**src/rtl/dsp_irq_pkg.sv**
```systemverilog
// constants and types for the feature-enable and interrupt-mask register block
// Operation
// - feature bits 7..4 enable processing, reset 0
// - bits 3,2 enable tone generators, reset off
// - bit 1 selects battery or analog supply
// - bit 0 enables shutdown; threshold resets 0xBF
// - threshold compares upper eight measurement bits
// - clock mask bits 7,6; all reset 1
// - fault masks bits 5,4 reset 0
// - headset masks bits 3,2,1 reset 0
// - aux masks bits 7,6; register resets 0x30
// - latched bit 7 records clock error
// - latched bit 6 pll lock; 5..0 zero
// - headset latch bits 3,2,1 clear on read
package dsp_irq_pkg;
    // register offsets on the control port
    localparam logic [7:0] ADDR_FEATURE    = 8'h2D;
    localparam logic [7:0] ADDR_BROWNOUT   = 8'h2E;
    localparam logic [7:0] ADDR_MASK_CLOCK = 8'h2F;
    localparam logic [7:0] ADDR_MASK_FH    = 8'h32;
    localparam logic [7:0] ADDR_MASK_AUX   = 8'h33;
    localparam logic [7:0] ADDR_LATCH_CLK  = 8'h34;
    localparam logic [7:0] ADDR_LATCH_HS   = 8'h3A;
    // reset values
    localparam logic [7:0] RST_FEATURE     = 8'h00;
    localparam logic [7:0] RST_BROWNOUT    = 8'hBF;
    localparam logic [7:0] RST_MASK_CLOCK  = 8'hFF;
    localparam logic [7:0] RST_MASK_FH     = 8'h00;
    localparam logic [7:0] RST_MASK_AUX    = 8'h30;
    localparam logic [7:0] RST_LATCH       = 8'h00;
    // field positions
    localparam int BIT_CLK_ERR  = 7;
    localparam int BIT_PLL_LOCK = 6;
    localparam int BIT_HS_INS   = 3;
    localparam int BIT_HS_REM   = 2;
    localparam int BIT_HS_BTN   = 1;
    // implemented latch bits; the rest read zero
    localparam logic [7:0] LATCH_CLK_BITS  = 8'hC0;
    localparam logic [7:0] LATCH_HS_BITS   = 8'h0E;
    // supply measurement: 12 bits, threshold step 16 drops low 4 bits
    localparam int MEAS_W   = 12;
    localparam int MEAS_LSB = 4;

    // feature configuration, laid out in register bit order 7..0
    typedef struct packed {
        logic distortion_limiter_enable;
        logic battery_protection_enable;
        logic thermal_foldback_enable;
        logic range_compression_enable;
        logic tone_gen1_enable;
        logic tone_gen2_enable;
        logic supply_measure_source_select;   // 0 battery, 1 analog supply
        logic undervoltage_shutdown_enable;
    } feature_cfg_t;

    // one-cycle source events
    typedef struct packed {
        logic clock_error;
        logic pll_lock;
        logic headset_insert;
        logic headset_remove;
        logic headset_button;
    } irq_event_t;
endpackage

```
**src/rtl/dsp_feature_irq.sv**
```systemverilog
// feature enables, undervoltage shutdown, interrupt masks and latched interrupt status
`timescale 1ns/1ps
module dsp_feature_irq (
    // clock and reset
    input  wire logic                      core_clk_i,
    input  wire logic                      rstn_i,
    // register port
    input  wire logic [7:0]                reg_addr_i,
    input  wire logic                      reg_wr_i,
    input  wire logic [7:0]                reg_wdata_i,
    input  wire logic                      reg_rd_i,
    output logic [7:0]                     reg_rdata_o,
    output logic                           reg_rvalid_o,
    // supply measurements
    input  wire logic [11:0]               meas_battery_i,
    input  wire logic [11:0]               meas_analog_i,
    // interrupt sources
    input  wire dsp_irq_pkg::irq_event_t   event_i,
    // block outputs
    output dsp_irq_pkg::feature_cfg_t      feature_cfg_o,
    output logic [7:0]                     undervoltage_threshold_o,
    output logic [7:0]                     mask_fault_headset_o,
    output logic [7:0]                     mask_aux_input_o,
    output logic                           shutdown_o,
    output logic                           irq_o
);
    import dsp_irq_pkg::*;

    feature_cfg_t feature_r, feature_nxt;   // feature enables
    logic [7:0]   thresh_r,  thresh_nxt;    // undervoltage threshold
    logic [7:0]   mclk_r,    mclk_nxt;      // clock/pll masks
    logic [7:0]   mfh_r,     mfh_nxt;       // fault and headset masks
    logic [7:0]   maux_r,    maux_nxt;      // aux input masks
    logic [7:0]   lclk_r,    lclk_nxt;      // latched clock status
    logic [7:0]   lhs_r,     lhs_nxt;       // latched headset status
    logic         irq_r,     irq_nxt;
    logic [7:0]   rdata_r,   rdata_nxt;
    logic         rvalid_r,  rvalid_nxt;
    logic         shut_r,    shut_nxt;
    logic [7:0]   set_clk;                  // unmasked clock events
    logic [7:0]   set_hs;                   // unmasked headset events
    logic [MEAS_W-MEAS_LSB-1:0] meas_top;   // selected measurement, upper bits

    // configuration writes; reserved bits stored as written, host keeps them at reset value
    always_comb begin
        feature_nxt = feature_r;
        thresh_nxt  = thresh_r;
        mclk_nxt    = mclk_r;
        mfh_nxt     = mfh_r;
        maux_nxt    = maux_r;
        if (reg_wr_i) begin
            case (reg_addr_i)
                ADDR_FEATURE:    feature_nxt = feature_cfg_t'(reg_wdata_i);
                ADDR_BROWNOUT:   thresh_nxt  = reg_wdata_i;
                ADDR_MASK_CLOCK: mclk_nxt    = reg_wdata_i;
                ADDR_MASK_FH:    mfh_nxt     = reg_wdata_i;
                ADDR_MASK_AUX:   maux_nxt    = reg_wdata_i;
                default:         feature_nxt = feature_r;     // read-only or unmapped
            endcase
        end
    end

    // configuration registers
    always_ff @(posedge core_clk_i or negedge rstn_i) begin
        if (!rstn_i) begin
            feature_r <= feature_cfg_t'(RST_FEATURE);
            thresh_r  <= RST_BROWNOUT;
            mclk_r    <= RST_MASK_CLOCK;
            mfh_r     <= RST_MASK_FH;
            maux_r    <= RST_MASK_AUX;
        end else begin
            feature_r <= feature_nxt;
            thresh_r  <= thresh_nxt;
            mclk_r    <= mclk_nxt;
            mfh_r     <= mfh_nxt;
            maux_r    <= maux_nxt;
        end
    end

    // latch unmasked events; a read clears, but a same-cycle event wins
    always_comb begin
        set_clk = 8'h00;
        set_hs  = 8'h00;
        set_clk[BIT_CLK_ERR]  = event_i.clock_error    & ~mclk_r[BIT_CLK_ERR];
        set_clk[BIT_PLL_LOCK] = event_i.pll_lock       & ~mclk_r[BIT_PLL_LOCK];
        set_hs[BIT_HS_INS]    = event_i.headset_insert & ~mfh_r[BIT_HS_INS];
        set_hs[BIT_HS_REM]    = event_i.headset_remove & ~mfh_r[BIT_HS_REM];
        set_hs[BIT_HS_BTN]    = event_i.headset_button & ~mfh_r[BIT_HS_BTN];
        lclk_nxt = lclk_r;
        lhs_nxt  = lhs_r;
        if (reg_rd_i && reg_addr_i == ADDR_LATCH_CLK) begin
            lclk_nxt = 8'h00;
        end
        if (reg_rd_i && reg_addr_i == ADDR_LATCH_HS) begin
            lhs_nxt = 8'h00;
        end
        lclk_nxt = (lclk_nxt | set_clk) & LATCH_CLK_BITS;
        lhs_nxt  = (lhs_nxt  | set_hs)  & LATCH_HS_BITS;
        // registered irq tracks the new latch state, so no extra cycle of lag
        irq_nxt  = |(lclk_nxt & ~mclk_nxt) | |(lhs_nxt & ~mfh_nxt);
    end

    // latched status and interrupt line
    always_ff @(posedge core_clk_i or negedge rstn_i) begin
        if (!rstn_i) begin
            lclk_r <= RST_LATCH;
            lhs_r  <= RST_LATCH;
            irq_r  <= 1'b0;
        end else begin
            lclk_r <= lclk_nxt;
            lhs_r  <= lhs_nxt;
            irq_r  <= irq_nxt;
        end
    end

    // read mux; unmapped addresses read zero
    always_comb begin
        rvalid_nxt = reg_rd_i;
        rdata_nxt  = 8'h00;
        if (reg_rd_i) begin
            case (reg_addr_i)
                ADDR_FEATURE:    rdata_nxt = feature_r;
                ADDR_BROWNOUT:   rdata_nxt = thresh_r;
                ADDR_MASK_CLOCK: rdata_nxt = mclk_r;
                ADDR_MASK_FH:    rdata_nxt = mfh_r;
                ADDR_MASK_AUX:   rdata_nxt = maux_r;
                ADDR_LATCH_CLK:  rdata_nxt = lclk_r;
                ADDR_LATCH_HS:   rdata_nxt = lhs_r;
                default:         rdata_nxt = 8'h00;
            endcase
        end
    end

    // read data registers
    always_ff @(posedge core_clk_i or negedge rstn_i) begin
        if (!rstn_i) begin
            rdata_r  <= 8'h00;
            rvalid_r <= 1'b0;
        end else begin
            rdata_r  <= rdata_nxt;
            rvalid_r <= rvalid_nxt;
        end
    end

    // undervoltage shutdown: selected supply top bits below threshold code
    always_comb begin
        meas_top = feature_r.supply_measure_source_select
                 ? meas_analog_i[MEAS_W-1:MEAS_LSB]
                 : meas_battery_i[MEAS_W-1:MEAS_LSB];
        shut_nxt = feature_r.undervoltage_shutdown_enable && (meas_top < thresh_r);
    end

    // shutdown flag
    always_ff @(posedge core_clk_i or negedge rstn_i) begin
        if (!rstn_i) begin
            shut_r <= 1'b0;
        end else begin
            shut_r <= shut_nxt;
        end
    end

    assign reg_rdata_o              = rdata_r;
    assign reg_rvalid_o             = rvalid_r;
    assign feature_cfg_o            = feature_r;
    assign undervoltage_threshold_o = thresh_r;
    assign mask_fault_headset_o     = mfh_r;
    assign mask_aux_input_o         = maux_r;
    assign shutdown_o               = shut_r;
    assign irq_o                    = irq_r;

    // checks
    property p_feature_wr;
        @(posedge core_clk_i) disable iff (!rstn_i)
        reg_wr_i && reg_addr_i == ADDR_FEATURE |=> feature_cfg_o == $past(reg_wdata_i);
    endproperty
    a_feature_wr: assert property (p_feature_wr) else $error("feature write lost");
    property p_tone_wr;
        @(posedge core_clk_i) disable iff (!rstn_i)
        reg_wr_i && reg_addr_i == ADDR_FEATURE
        |=> feature_cfg_o.tone_gen1_enable == $past(reg_wdata_i[3])
            && feature_cfg_o.tone_gen2_enable == $past(reg_wdata_i[2]);
    endproperty
    a_tone_wr: assert property (p_tone_wr) else $error("tone enable wrong");
    property p_shutdown;
        @(posedge core_clk_i) disable iff (!rstn_i)
        ##1 shutdown_o == $past(feature_cfg_o.undervoltage_shutdown_enable
            && ((feature_cfg_o.supply_measure_source_select ? meas_analog_i[11:4]
                 : meas_battery_i[11:4]) < undervoltage_threshold_o));
    endproperty
    a_shutdown: assert property (p_shutdown) else $error("shutdown compare wrong");
    property p_clk_masked;
        @(posedge core_clk_i) disable iff (!rstn_i)
        event_i.clock_error && mclk_r[7] && !lclk_r[7] |=> !lclk_r[7];
    endproperty
    a_clk_masked: assert property (p_clk_masked) else $error("masked event latched");
    property p_fh_wr;
        @(posedge core_clk_i) disable iff (!rstn_i)
        reg_wr_i && reg_addr_i == ADDR_MASK_FH |=> mask_fault_headset_o == $past(reg_wdata_i);
    endproperty
    a_fh_wr: assert property (p_fh_wr) else $error("fault mask write lost");
    property p_aux_wr;
        @(posedge core_clk_i) disable iff (!rstn_i)
        reg_wr_i && reg_addr_i == ADDR_MASK_AUX |=> mask_aux_input_o == $past(reg_wdata_i);
    endproperty
    a_aux_wr: assert property (p_aux_wr) else $error("aux mask write lost");
    property p_clk_latch;
        @(posedge core_clk_i) disable iff (!rstn_i)
        event_i.clock_error && !mclk_r[7] |=> lclk_r[7] && (irq_o || mclk_r[7]);
    endproperty
    a_clk_latch: assert property (p_clk_latch) else $error("clock error not latched");
    property p_clk_zero;
        @(posedge core_clk_i) disable iff (!rstn_i)
        lclk_r[5:0] == 6'h00 && lhs_r[7:4] == 4'h0 && !lhs_r[0];
    endproperty
    a_clk_zero: assert property (p_clk_zero) else $error("reserved latch bit set");
    property p_hs_latch;
        @(posedge core_clk_i) disable iff (!rstn_i)
        event_i.headset_insert && !mfh_r[3] |=> lhs_r[3];
    endproperty
    a_hs_latch: assert property (p_hs_latch) else $error("insert not latched");
    property p_irq;
        @(posedge core_clk_i) disable iff (!rstn_i)
        irq_o == (|(lclk_r & ~mclk_r) || |(lhs_r & ~mfh_r));
    endproperty
    a_irq: assert property (p_irq) else $error("irq mismatch");
    property p_rd_clear;
        @(posedge core_clk_i) disable iff (!rstn_i)
        reg_rd_i && reg_addr_i == ADDR_LATCH_CLK && set_clk == 8'h00 |=> lclk_r == 8'h00;
    endproperty
    a_rd_clear: assert property (p_rd_clear) else $error("read did not clear");
    c_irq:      cover property (@(posedge core_clk_i) disable iff (!rstn_i) $rose(irq_o));
    c_shutdown: cover property (@(posedge core_clk_i) disable iff (!rstn_i) $rose(shutdown_o));
    c_race:     cover property (@(posedge core_clk_i) disable iff (!rstn_i)
                                reg_rd_i && reg_addr_i == ADDR_LATCH_HS && set_hs != 8'h00);
endmodule

```
**config.mk**
```make
export PLATFORM = sky130hd
export DESIGN_NAME = dsp_feature_irq
export DESIGN_NICKNAME = d
export VERILOG_FILES = /design/src/rtl/dsp_irq_pkg.sv /design/src/rtl/dsp_feature_irq.sv
export SDC_FILE = /design/constraint.sdc
export NUM_CORES = 1
export LEC_CHECK = 0
export ABC_AREA = 1
export BUFFER_PORTS_ARGS = -buffer_cell sky130_fd_sc_hd__buf_4
export CAP_MARGIN = 20
export CORE_AREA = 5 5 82 84
export CTS_CLUSTER_SIZE = 10
export DETAILED_ROUTE_END_ITERATION = 8
export DIE_AREA = 0 0 87 89
export MAX_ROUTING_LAYER = met4
export PLACE_DENSITY = 0.8
export RECOVER_POWER = 100
export SLEW_MARGIN = 30
export SYNTH_ARGS = -nofsm -noshare
export SYNTH_HDL_FRONTEND = slang
export SYNTH_SLANG_ARGS = --single-unit
export TNS_END_PERCENT = 10
```
**constraint.sdc**
```tcl
create_clock -name core_clk_i -period 1.8 [get_ports core_clk_i]
set_clock_uncertainty 0.1 [all_clocks]
set_input_delay 0.36 -clock core_clk_i [delete_from_list [all_inputs] [get_ports core_clk_i]]
set_output_delay 0.36 -clock core_clk_i [all_outputs]
set_load 0.01 [all_outputs]
```
==> results.py <==
metrics = {
    "outcome": {
        "status": "finished clean",
    },
    "clock_tree": {
        "cts_sinks": 56,
        "cts_tree": "yes",
        "numCtsBuffers": 5,
        "clkTransAtPathRegs_ns": 0.10,
        "htreeDepth": 2,
        "cts_root_buffer": "clkbuf_8",
        "insertion_delay_ns": 0.29,
        "clk_path_buf_depth": 2,
        "hold_buffers": 0,
    },
    "synthesis": {
        "synth_nets": 415,
        "yosysUniqueCellTypes": 26,
        "yosys_warnings": 0,
        "syn_area_um2": 2890,
        "avgSynthCellArea_um2": 8.051,
        "synthCells": 359,
        "synth_seq_area_share_pct": 49.22,
        "synth_seq_cells": 56,
    },
    "worst_setup_path": {
        "ff2ff_path_depth": 7,
        "required_ns": 1.92,
        "path_cells": "buf_4 > nand2_1 > nand2_1 > ha_1 > a211oi_2 > o21ai_0 > a21oi_1",
        "path_common_cell": "nand2_1",
        "cp-end-kind": "flop",
        "critPathMaxStageDelay_ns": 0.45,
        "r2r_start": "feature_cfg_o[1]",
        "critPathLaunchType": "flop",
        "cp_max_fo": 9,
        "endpoint": "shutdown_o",
        "crit_slowest_cell": "dfrtp_2",
        "startpoint": "feature_cfg_o[1]",
        "rrSetupSlack_ns": 0.11,
        "worst-setup-path-type": "flop to flop",
        "cp_data_arrival_time_ns": 1.82,
        "r2r-end": "shutdown_o",
    },
    "min_path": {
        "min_path_type": "input pin to flop",
    },
    "die": {
        "core_area_um2": 5851,
        "die_y_um": 89,
        "row_count": 28,
        "die_x_um": 87,
        "initial_core_util_pct": 49.40,
        "dieArea_um2": 7743,
        "ios": 92,
    },
    "detailed_routing": {
        "drc": 0,
        "drtIter0Drc": 163,
        "via_count": 2774,
        "routedWlPerCell_um": 14.54,
        "routed_wl_um": 7777,
        "drt_first_pass_iters": 5,
        "ant_nets": 0,
        "routed_via_density": 5.185,
    },
    "place": {
        "portBuffers": 83,
        "dp_slack_ns": 0.07906,
        "routabilityCongestion": 0.9225,
        "dp_hpwl_um": 6082,
    },
    "power_and_ir_drop": {
        "switchingPower_mw": 0.6962,
        "peakVddDrop_mv": 0.4199,
        "power_frac_clock_pct": 25.8,
        "p_int_mw": 1.826,
        "seqPwrFrac_pct": 56.8,
        "power_density_nw_per_um2": 704.1,
        "combPwrFrac_pct": 17.4,
        "swShare_pct": 27.60,
        "power_leakage_nw": 1.792,
    },
    "timing": {
        "fin_tns_setup_ns": 0,
        "relSlewSlack_pct": 9.633,
        "fin_crit_ns": 1.695,
        "maxSlewViolCount": 0,
        "fin_ws_ns": 0.1055,
        "worstMarginPinSlew_ns": 1.356,
        "period_share_pct": 94.14,
        "fin_hold_ws_ns": 0.1393,
        "rsz0062_at_grt": "false",
        "setup_viol": 0,
        "fmax_mhz": 590.1,
        "finalHoldViolCount": 0,
    },
    "global_route": {
        "grt_pass1_wl_um": 12700,
        "grt_usage_pct": 21.56,
        "antenna_found_initial": 0,
        "grt_max_degree": 57,
        "first_global_vias": 2753,
        "grt-ovfl-total": 0,
    },
    "job": {
        "max_cap_violations": 0,
    },
    "final_layout": {
        "n_fill_cell": 547,
        "final_nets": 515,
        "multi_input_area_um2": 1221,
        "antenna_cells": 0,
        "seqCellArea_um2": 1424,
        "layout_commonest_cell": "nand2_1",
        "drive_gt1_share_pct": 19.35,
        "syn2layout_area_growth_pct": 23.94,
        "final_cell_mix": "119 x nand2_1, 53 x buf_4, 42 x clkbuf_1, 41 x inv_1, 38 x dfrtp_1",
    },
}
==> repair_timing <==
action	in CTS	in global routing
setup endpoints to repair	0	1
setup buffers	0	1
gates resized for setup	0	3
==> cells by family after synthesis <==
| logic type | share of synthesized area (%) |
|---|---|
| AOI/OAI and AO/OA | 9.567 |
| buffers and inverters | 7.576 |
| and+or+nand+nor | 29.44 |
| DFF | 49.22 |
| adders and majority gates | 3.030 |
| muxes | 1.169 |
==> metrics by stage <==
stage / power (mW) / instances / cell area [um^2] / utilization [%]
after floorplan: 1.665 / 359 / 2890 / -
after global placement: 1.912 / 525 / 3666 / 62.66
after detailed placement: 1.932 / 525 / 3666 / 62.66
after CTS: 2.576 / 533 / 3746 / 64.03
after global routing: 2.643 / 535 / 3582 / 61.23
final: 2.522 / 535 / 3582 / 61.23
==> final cells by class <==
class                      instances  share of cell area [%]
sequential                        56                   39.75
multi-input combinational        252                   34.09
timing repair buffer              99                   16.45
inverter                          44                   4.715
tap                               75                   2.620
clock buffer                       8                   2.235
timing repair inverter             1                  0.1397
==> synth_stat cells <==
cell	instances	area share [%]
nor2_2	1	0.22
inv_2	2	0.26
nand2_1	116	15
nor3_1	1	0.17
o21a_1	4	1.0
buf_6	3	1.2
mux2_2	3	1.2
nor3_4	2	1.1
nor2_4	4	1.6
inv_1	41	5.3
o22ai_1	1	0.22
a211oi_1	1	0.26
nand2_2	3	0.65
ha_1	7	3.0
dfstp_2	17	15
o211ai_1	5	1.3
nand3_1	34	5.9
o21ai_1	7	1.2
nand3_2	1	0.35
buf_2	4	0.69
o21ai_0	25	4.3
clkinv_1	1	0.13
nand2_4	2	0.78
a21oi_1	7	1.2
nor2_1	28	3.6
dfrtp_1	39	34
==> worst min path at each step <==
stage          startpoint             end  slack (ns)  depth (start not counted)
2_1_floorplan      rstn_i       async pin       -0.04                          0
3_3_place_gp       rstn_i  reg_rdata_o[7]        0.35                          1
3_5_place_dp       rstn_i       async pin        0.35                          1
4_1_cts            rstn_i  reg_rdata_o[2]        0.02                          1
5_1_grt          reg_rd_i    reg_rvalid_o        0.14                          1
6_report         reg_rd_i    reg_rvalid_o        0.14                          1
==> power groups by stage <==
stage	clock, mW	combinational, mW	sequential (mW)
3_5_place_dp	0	0.472	1.46
3_3_place_gp	0	0.454	1.46
6_report	0.651	0.439	1.43
5_1_grt	0.701	0.497	1.45
4_1_cts	0.665	0.475	1.44
2_1_floorplan	0	0.194	1.47
==> critical path: cells and delay by family (launching register included) <==
family,cells,cell delay [ns]
buffers and inverters,1,0.17
AND/OR/NAND/NOR,2,0.11
adder cells (fa/ha/maj),1,0.30
flip-flops,1,0.45
AO/OA/AOI/OAI,3,0.48
==> metal layers <==
metal  GRT usage (%)  routed length (um)
met5               -                   0
met4           4.674                  64
met3           2.304                 526
met2           38.30                4113
met1           26.62                3072
(Power assumes the default switching activity.)
